**config.mk**
```make
export PLATFORM = sky130hd
export DESIGN_NAME = dio_core
export DESIGN_NICKNAME = d
export VERILOG_FILES = /design/src/inc/dio_pkg.sv /design/src/rtl/dio_core.sv
export SDC_FILE = /design/constraint.sdc
export NUM_CORES = 2
export LEC_CHECK = 0
export BUFFER_PORTS_ARGS = -buffer_cell sky130_fd_sc_hd__buf_2
export CAP_MARGIN = 5
export CORE_UTILIZATION = 40
export CTS_BUF_LIST = sky130_fd_sc_hd__clkbuf_4 sky130_fd_sc_hd__clkbuf_8
export DETAILED_ROUTE_END_ITERATION = 12
export HOLD_SLACK_MARGIN = 0.05
export PLACE_DENSITY = 0.59
export SKIP_LAST_GASP = 1
export SYNTH_ARGS = -nofsm -noshare
export SYNTH_HDL_FRONTEND = slang
export SYNTH_SLANG_ARGS = --single-unit
```
**constraint.sdc**
```tcl
create_clock -name clock_i -period 7.65 [get_ports clock_i]
set_input_delay 0.3825 -clock clock_i [delete_from_list [all_inputs] [get_ports clock_i]]
set_output_delay 0.3825 -clock clock_i [all_outputs]
set_load 0.02 [all_outputs]
```
**src/inc/dio_pkg.sv**
```systemverilog
// Purpose: Constants and carriers for the isolated digital I/O core.
// Assumes: 20 MHz system clock; filter base of 8 MHz made by a phase step.
// Notes:   Host register access is by plain ports, no bus.
package dio_pkg;

  localparam int unsigned CHANNELS    = 32;
  localparam int unsigned SET_W       = 5;
  localparam logic [4:0]  SET_MAX     = 5'h14;
  localparam logic [4:0]  SET_RESET   = 5'h00;
  localparam logic [31:0] OUT_RESET   = 32'h0000_0000;
  localparam logic [31:0] MASK_RESET  = 32'h0000_0000;
  localparam logic [31:0] EDGE_RESET  = 32'h0000_0000;
  localparam logic [31:0] STAT_RESET  = 32'h0000_0000;
  // Base rate 8 MHz from 20 MHz: accumulate 2 per clock, wrap at 5
  localparam int unsigned SYS_HZ      = 20_000_000;
  localparam int unsigned BASE_HZ     = 8_000_000;
  localparam int unsigned GCD_HZ      = 4_000_000;
  localparam logic [2:0]  PHASE_STEP  = 3'(BASE_HZ / GCD_HZ);
  localparam logic [2:0]  PHASE_MOD   = 3'(SYS_HZ / GCD_HZ);
  localparam int unsigned CNT_W       = 21;

  typedef logic [CHANNELS-1:0] word_t;

  // Host-side interrupt configuration
  typedef struct packed {
    word_t mask_enable;
    word_t edge_falling;
  } irq_cfg_s;

endpackage : dio_pkg

```
**src/rtl/dio_core.sv**
```systemverilog
// Purpose: 32-in/32-out digital I/O core with debounce and edge interrupts.
// Assumes: Inputs are asynchronous pins; host strobes are on clock_i.
// Notes:   Filter ticks at an average 8 MHz, jitter is one system clock.
`timescale 1ns/1ps
module dio_core (
  // Clock and reset
  input  wire logic                     clock_i,
  input  wire logic                     srst_i,
  // Field pins, active when the external device is on
  input  wire logic [31:0]              field_in_i,
  output logic      [31:0]              field_out_o,
  // Host output latch write
  input  wire logic                     out_wr_i,
  input  wire logic [31:0]              out_data_i,
  // Host filter setting write
  input  wire logic                     filt_wr_i,
  input  wire logic [4:0]               filt_data_i,
  // Host interrupt configuration write
  input  wire logic                     cfg_wr_i,
  input  wire dio_pkg::irq_cfg_s        cfg_data_i,
  // Host status read strobe
  input  wire logic                     stat_rd_i,
  // Host readback
  output logic      [31:0]              in_data_o,
  output logic      [31:0]              out_readback_o,
  output logic      [4:0]               filt_setting_o,
  output dio_pkg::irq_cfg_s             cfg_readback_o,
  output logic      [31:0]              status_o,
  output logic                          irq_o
);
  import dio_pkg::*;

  word_t              sync_a;
  word_t              sync_b;
  word_t              filt_lvl;
  word_t              filt_prev;
  word_t              edge_hit;
  word_t              next_status;
  logic [2:0]         phase;
  logic               base_tick;
  logic [CNT_W-1:0]   stable_cnt [CHANNELS];
  logic [CNT_W-1:0]   limit;

  // Output latches; field drive mirrors the latch
  always_ff @(posedge clock_i)
  begin
    if (srst_i)
    begin
      out_readback_o <= OUT_RESET;
      field_out_o    <= OUT_RESET;
    end
    else if (out_wr_i)
    begin
      out_readback_o <= out_data_i;
      field_out_o    <= out_data_i;
    end
  end

  // Filter setting; out-of-range values are kept but saturated below
  always_ff @(posedge clock_i)
  begin
    if (srst_i)
      filt_setting_o <= SET_RESET;
    else if (filt_wr_i)
      filt_setting_o <= filt_data_i;
  end

  // Interrupt configuration
  always_ff @(posedge clock_i)
  begin
    if (srst_i)
      cfg_readback_o <= '{mask_enable: MASK_RESET,
                          edge_falling: EDGE_RESET};
    else if (cfg_wr_i)
      cfg_readback_o <= cfg_data_i;
  end

  // Two-stage synchronizer on the field inputs
  // The first stage may go metastable, so only the second is read
  always_ff @(posedge clock_i)
  begin
    if (srst_i)
    begin
      sync_a <= '0;
      sync_b <= '0;
    end
    else
    begin
      sync_a <= field_in_i;
      sync_b <= sync_a;
    end
  end

  // Fractional divider: two base ticks every five system clocks
  // An exact 8 MHz would need a second clock; one clock of jitter
  // per tick is traded for keeping the whole core in one domain
  always_ff @(posedge clock_i)
  begin
    if (srst_i)
    begin
      phase     <= '0;
      base_tick <= 1'b0;
    end
    else if (phase + PHASE_STEP >= PHASE_MOD)
    begin
      phase     <= phase + PHASE_STEP - PHASE_MOD;
      base_tick <= 1'b1;
    end
    else
    begin
      phase     <= phase + PHASE_STEP;
      base_tick <= 1'b0;
    end
  end

  // Stability limit of 2**n base periods, n clamped to the legal range
  // An out-of-range write is a software fault; clamping keeps it harmless
  always_comb
  begin
    if (filt_setting_o > SET_MAX)
      limit = CNT_W'(1) << SET_MAX;
    else
      limit = CNT_W'(1) << filt_setting_o;
  end

  // Per-channel debounce, all sharing one limit
  // A count restarts whenever the level agrees again, so a short
  // excursion never accumulates toward a change
  genvar ch;
  generate
    for (ch = 0; ch < CHANNELS; ch++)
    begin : g_filt
      always_ff @(posedge clock_i)
      begin
        if (srst_i)
        begin
          stable_cnt[ch] <= '0;
          filt_lvl[ch]   <= 1'b0;
        end
        else if (filt_setting_o == SET_RESET)
        begin
          stable_cnt[ch] <= '0;
          filt_lvl[ch]   <= sync_b[ch];
        end
        else if (sync_b[ch] == filt_lvl[ch])
          stable_cnt[ch] <= '0;
        else if (base_tick)
        begin
          if (stable_cnt[ch] + CNT_W'(1) >= limit)
          begin
            filt_lvl[ch]   <= sync_b[ch];
            stable_cnt[ch] <= '0;
          end
          else
            stable_cnt[ch] <= stable_cnt[ch] + CNT_W'(1);
        end
      end
    end
  endgenerate

  // Host view of the filtered inputs
  always_ff @(posedge clock_i)
  begin
    if (srst_i)
      in_data_o <= '0;
    else
      in_data_o <= filt_lvl;
  end

  // Edge detection on the filtered levels
  // Reset value matches the filter's reset, so no false edge follows
  always_ff @(posedge clock_i)
  begin
    if (srst_i)
      filt_prev <= '0;
    else
      filt_prev <= filt_lvl;
  end

  // Rising when edge bit is 0, falling when 1; masked bits never hit
  assign edge_hit = cfg_readback_o.mask_enable &
                    (( filt_lvl & ~filt_prev & ~cfg_readback_o.edge_falling)
                   | (~filt_lvl &  filt_prev &  cfg_readback_o.edge_falling));

  // Read clears, but a same-cycle edge survives the clear
  // Set wins so that an edge arriving with the read is never lost
  always_comb
  begin
    next_status = (stat_rd_i ? '0 : status_o) | edge_hit;
  end

  always_ff @(posedge clock_i)
  begin
    if (srst_i)
    begin
      status_o <= STAT_RESET;
      irq_o    <= 1'b0;
    end
    else
    begin
      status_o <= next_status;
      irq_o    <= |next_status;
    end
  end

  // Assertions, grouped by the concern that they guard.
  // They check what this core drives, reading the stimulus only as trigger or reference.

  // Output latch: a write reaches the pins on the next edge
  // Downstream loads see the new value one clock after the strobe
  out_latch_a: assert property (
    @(posedge clock_i) disable iff (srst_i)
    out_wr_i |=> field_out_o == $past(out_data_i))
    else $error("output latch did not take write");

  // Reset leaves every transistor off and every status bit clear
  // A reset in mid-run must not leave a stray load switched on
  out_reset_a: assert property (
    @(posedge clock_i)
    srst_i |=> field_out_o == '0 && status_o == '0)
    else $error("reset did not clear latches");

  // Readback is a copy of the drive, so reading cannot disturb it
  // Both registers load from one strobe and must never part ways
  readback_a: assert property (
    @(posedge clock_i) disable iff (srst_i)
    out_readback_o == field_out_o)
    else $error("readback differs from drive");

  // Filter setting: the written value is held for readback
  // One register serves every channel, so one check covers them all
  filt_write_a: assert property (
    @(posedge clock_i) disable iff (srst_i)
    filt_wr_i |=> filt_setting_o == $past(filt_data_i))
    else $error("filter setting did not take write");

  // Reset leaves the filter off and interrupts fully disabled
  // Software may rely on a quiet core before it configures anything
  cfg_reset_a: assert property (
    @(posedge clock_i)
    srst_i |=> filt_setting_o == '0 && cfg_readback_o == '0)
    else $error("reset did not clear configuration");

  // Interrupt configuration is stored whole from one strobe
  // A half-written mask could let a stray edge through
  cfg_write_a: assert property (
    @(posedge clock_i) disable iff (srst_i)
    cfg_wr_i |=> cfg_readback_o == $past(cfg_data_i))
    else $error("interrupt configuration did not take write");

  // Synchronizer: the filter sees each pin exactly two edges late
  // A shorter path would expose the filter to metastable values
  sync_delay_a: assert property (
    @(posedge clock_i) disable iff (srst_i)
    sync_b == $past(field_in_i, 2))
    else $error("synchronizer delay wrong");

  // Bypass: with setting 0 the data port tracks the synchronizer
  // The clause on a changed setting excuses the switching cycle
  bypass_follow_a: assert property (
    @(posedge clock_i) disable iff (srst_i)
    filt_setting_o == '0 && $stable(filt_setting_o)
    |=> in_data_o == $past(sync_b, 2) || $changed(filt_setting_o))
    else $error("bypass did not follow input");

  // Filter: with the level already agreed, nothing may move it
  // A glitch that has returned must leave no trace in the level
  glitch_drop_a: assert property (
    @(posedge clock_i) disable iff (srst_i)
    filt_setting_o != '0 && sync_b == filt_lvl
    |=> $stable(filt_lvl) || $changed(filt_setting_o))
    else $error("filtered level moved without cause");

  // Filter: a held-off level may move only on a base tick
  // Time is measured in base periods, never in system clocks
  tick_only_a: assert property (
    @(posedge clock_i) disable iff (srst_i)
    filt_setting_o != '0 && !base_tick |=> $stable(filt_lvl))
    else $error("filtered level moved between ticks");

  // Interrupt level always mirrors the status word
  // The request drops only once every flagged source is read
  irq_level_a: assert property (
    @(posedge clock_i) disable iff (srst_i)
    irq_o == (status_o != '0))
    else $error("interrupt not tied to status");

  // Edge select on bit 0 as representative: rising when cleared
  rise_sets_a: assert property (
    @(posedge clock_i) disable iff (srst_i)
    cfg_readback_o.mask_enable[0] && !cfg_readback_o.edge_falling[0]
    && filt_lvl[0] && !filt_prev[0] |=> status_o[0])
    else $error("rising edge missed");

  // Edge select on bit 0 as representative: falling when set
  fall_sets_a: assert property (
    @(posedge clock_i) disable iff (srst_i)
    cfg_readback_o.mask_enable[0] && cfg_readback_o.edge_falling[0]
    && !filt_lvl[0] && filt_prev[0] |=> status_o[0])
    else $error("falling edge missed");

  // Masked bit 0 as representative: its status cannot rise, whatever the pin does
  // Masking must hold even while the level keeps toggling
  masked_bit_a: assert property (
    @(posedge clock_i) disable iff (srst_i)
    !cfg_readback_o.mask_enable[0] && !status_o[0] |=> !status_o[0])
    else $error("masked bit set its status");

  // With every bit masked, a read leaves the status empty
  masked_quiet_a: assert property (
    @(posedge clock_i) disable iff (srst_i)
    stat_rd_i && cfg_readback_o.mask_enable == '0 |=> status_o == '0)
    else $error("masked input set status");

  // A read with no edge pending clears status and request
  // When an edge coincides, set wins and this check stands aside
  read_clear_a: assert property (
    @(posedge clock_i) disable iff (srst_i)
    stat_rd_i && edge_hit == '0 |=> status_o == '0 && !irq_o)
    else $error("status read did not clear");

  // Main scenarios that the bench is expected to reach
  irq_raised_c: cover property (@(posedge clock_i) disable iff (srst_i)
    $rose(irq_o));
  irq_cleared_c: cover property (@(posedge clock_i) disable iff (srst_i)
    irq_o ##1 stat_rd_i ##1 !irq_o);
  filt_change_c: cover property (@(posedge clock_i) disable iff (srst_i)
    filt_setting_o != '0 && $changed(filt_lvl));
  fall_edge_c: cover property (@(posedge clock_i) disable iff (srst_i)
    cfg_readback_o.edge_falling[0] && $rose(status_o[0]));
  masked_move_c: cover property (@(posedge clock_i) disable iff (srst_i)
    !cfg_readback_o.mask_enable[0] && $changed(filt_lvl[0]));

endmodule : dio_core

```
==> flow_summary.json <==
{
  "status": "finished clean",
  "placed_cells": 7895,
  "die_height_um": 388,
  "slew_headroom_pct": 22.0,
  "syn_area_per_cell_um2": 10.4,
  "peakVddDrop_uv": 150,
  "synth_edf_count": 672,
  "drive_above_1_share_pct": 11.5,
  "report.final.slew_viol_count": 0,
  "syn_area_um2": 59500,
  "grt_max_degree": 122,
  "maxCapViolCount": 0,
  "endpoint_kind": "register",
  "dieWidth_um": 388,
  "finalCritPeriodShare_pct": 71.2,
  "busiest_layer": "met2",
  "synthesis.nets": 6591,
  "coreArea_um2": 148000,
  "clockBufferDepth": 3,
  "rsz0062_at_grt": "no",
  "clk_latency_ns": 0.90,
  "synth_adder_area_share_pct": 14.9,
  "synth-simple-area-share_pct": 22.3,
  "clock-skew-final_ns": 0.0352,
  "ys_top_cells_by_area": "edfxtp_1 34%, ha_1 15%, dfxtp_1 8.9%",
  "hold_ws_ns": 0.162,
  "ys_async_sr_fraction_pct": 0,
  "ctsResizeCount": 0,
  "min_period_ns": 5.44,
  "setup-tns-final_ns": 0,
  "nets": 7162,
  "clk_pin_slew_worst_paths_ns": 0.06,
  "arrival_ns": 6.13,
  "grt_pass1_wl_um": 259000,
  "root_buffer": "clkbuf_8",
  "path_class": "register to register",
  "drt-initial-drc-count": 3185,
  "place_congestion": 0.855,
  "synthMuxAreaShare_pct": 2.30,
  "wl_per_cell_um": 20.2,
  "use_met1_pct": 30.8,
  "yosys_warnings": 0,
  "hp-class": "input port to register",
  "wirelength_um": 170000,
  "hold_violations": 0,
  "grt.met2_usage_pct": 35.3,
  "p_leak_nw": 30.0,
  "netlist.area_leader.share_pct": 33.9,
  "grtUsageMet3_pct": 3.63,
  "fill_cells": 13672,
  "synth_top_family_by_area": "simple AND/OR/NAND/NOR gates",
  "synth_seq_area_share_pct": 42.8,
  "synth_flop_cell": "edfxtp_1",
  "tritoncts": "yes",
  "synthToLayoutAreaGrowth_pct": 15.7,
  "ant_nets": 0,
  "track_usage_pct": 22.3,
  "rows": 141,
  "power_density_nw_per_um2": 189,
  "synth_compound_area_share_pct": 6.33,
  "cp_max_fo": 27,
  "drtPass1Iterations": 5,
  "htree_num_levels": 4,
  "synth-xor-area-share_pct": 9.44,
  "setup_violations": 0,
  "fmax_mhz": 184,
  "crit_path_start_kind": "register",
  "hpwl_um": 112000,
  "synth-seq-cells": 938,
  "synth_cell_types": 69,
  "drt_drc_violations_left": 0,
  "grt_overflow": 0,
  "synth_top_area_cell": "edfxtp_1",
  "start_util_pct": 40.3,
  "cts_buffers": 172,
  "synthCells": 5744,
  "cts_sinks": 938,
  "io_pins": 337,
  "vias_per_cell": 5.36,
  "crit_required_ns": 8.34,
  "antenna_found_initial": 7,
  "worstMarginPinSlew_ns": 1.16,
  "layoutNonFillerInstCount": 8394,
  "io_buffers": 336,
  "grt_pass1_vias": 44351,
  "vias": 45001,
  "dieArea_um2": 150000
}
==> flip-flops by register name, indices dropped and copies added (netlist names), 3 cells and up <==
name            flops
filt_setting_o      5
filt_prev          32
stable_cnt        672
filt_lvl           32
sync_b             32
phase               3
sync_a             32
out_readback_o     32
status_o           32
cfg_readback_o     64
==> kinds of logic after synthesis <==
logic type	after synthesis
xor+xnor	641
fa+ha+maj	708
mux	133
simple gates	2440
compound gates	625
flops	938
buf+inv	259
==> per-stage QoR <==
step | area [um2] | power [W] | setup WS [ns] | utilization [%]
after floorplan | 59500 | 0.00724 | 3.11 | -
after global placement | 63400 | 0.00783 | 2.43 | 42.9
after detailed placement | 63400 | 0.00786 | 2.30 | 42.9
after CTS | 68900 | 0.0132 | 2.23 | 46.6
after global routing | 68900 | 0.0136 | 1.88 | 46.6
final | 68900 | 0.0130 | 2.21 | 46.6
==> cell usage after synthesis, types with 5 or more instances <==
library cell / count
nor4_1: 8
mux2i_1: 104
o211ai_1: 27
buf_4: 32
and2_1: 24
nor3b_1: 5
nand2_1: 349
nor3_1: 59
and2b_1: 9
inv_1: 96
xor2_1: 250
nand4_1: 175
and4_1: 56
o2111ai_1: 12
nand2b_1: 68
o21a_1: 10
buf_1: 10
ha_1: 708
a21oi_1: 267
a221o_1: 11
a21o_1: 73
a221oi_1: 23
and2_0: 11
buf_2: 14
nor2_1: 384
mux2_2: 28
nand3_1: 298
and3_1: 152
o21ai_0: 140
nor2b_1: 770
dfxtp_1: 266
xnor2_1: 390
edfxtp_1: 672
a211oi_1: 39
nand3b_1: 54
clkbuf_1: 104
==> layout by cell type, fill, tap and decap left out, types with 27 or more instances in the layout <==
master	n
a21oi_1	267
nand3_1	292
xor2_1	250
nor2_1	384
and4_1	56
nand4_1	175
nor2b_1	770
mux2i_1	104
a211oi_1	39
buf_4	47
xnor2_1	390
ha_1	708
buf_2	334
o21ai_0	135
clkbuf_8	208
dfxtp_1	265
a21o_1	73
nand2_1	340
inv_1	96
clkbuf_4	49
nor3_1	58
and3_1	152
dlygate4sd3_1	176
nand3b_1	54
clkinv_2	29
o211ai_1	27
edfxtp_1	672
nand2b_1	68
mux2_2	28
==> final timing paths <==
| path | start | end | slack [ns] | depth (start not counted) |
|---|---|---|---|---|
| setup / recovery | filt_setting_o[2]$_SDFFE_PP0P_ | stable_cnt[1][322]$_SDFFCE_PN0P_ | 2.21 | 12 |
| hold reg to reg | sync_a[1]$_SDFF_PP0_ | sync_b[1]$_SDFF_PP0_ | 0.44 | 1 |
| hold / removal | cfg_wr_i | cfg_readback_o[36]$_SDFFE_PP0P_ | 0.16 | 3 |
| setup reg to reg | filt_setting_o[2]$_SDFFE_PP0P_ | stable_cnt[1][322]$_SDFFCE_PN0P_ | 2.21 | 12 |
==> final cells by class <==
| cell class | instances | area [um2] | share of cell area, % |
|---|---|---|---|
| timing repair buffer | 559 | 3820 | 5.55 |
| sequential | 938 | 25500 | 37.0 |
| clock buffer | 257 | 3230 | 4.69 |
| tap | 1930 | 2410 | 3.51 |
| antenna | 3 | 7.51 | 0.0109 |
| multi-input combinational | 4547 | 33100 | 48.0 |
| inverter | 97 | 367 | 0.532 |
| clock inverter | 63 | 467 | 0.678 |
==> worst max-delay path, stage by stage, from the launching register on <==
cell and delay (ns):
dfxtp_1 0.50, nor3_1 0.87, nand2_1 0.51, inv_4 0.46, buf_4 0.56, ha_1 0.34
nand2b_1 0.14, a21oi_1 0.17, o21ai_0 0.09, a221oi_1 0.35, o211ai_1 0.15, nand3b_1 0.70
nor2b_1 0.32
==> power by group <==
part	switching, W	total, W	internal, W	leakage (nW)
clock	0.00228	0.00518	0.00291	1.96
sequential	0.000227	0.00590	0.00567	10.3
combinational	0.00111	0.00195	0.000840	17.7
total	0.00362	0.0130	0.00942	30.0
==> timing repair <==
action / CTS / global route
hold buffers: 176 / 0
buffers inserted: 0 / 0
hold endpoints to repair: 156 / 0
==> routing by layer <==
layer  routed length (um)  part of all wire, %
met1                79500                   47
met5                    0                    0
met2                75600                   44
met4                 5180                  3.0
met3                 9650                  5.7
(Power assumes the default switching activity.)
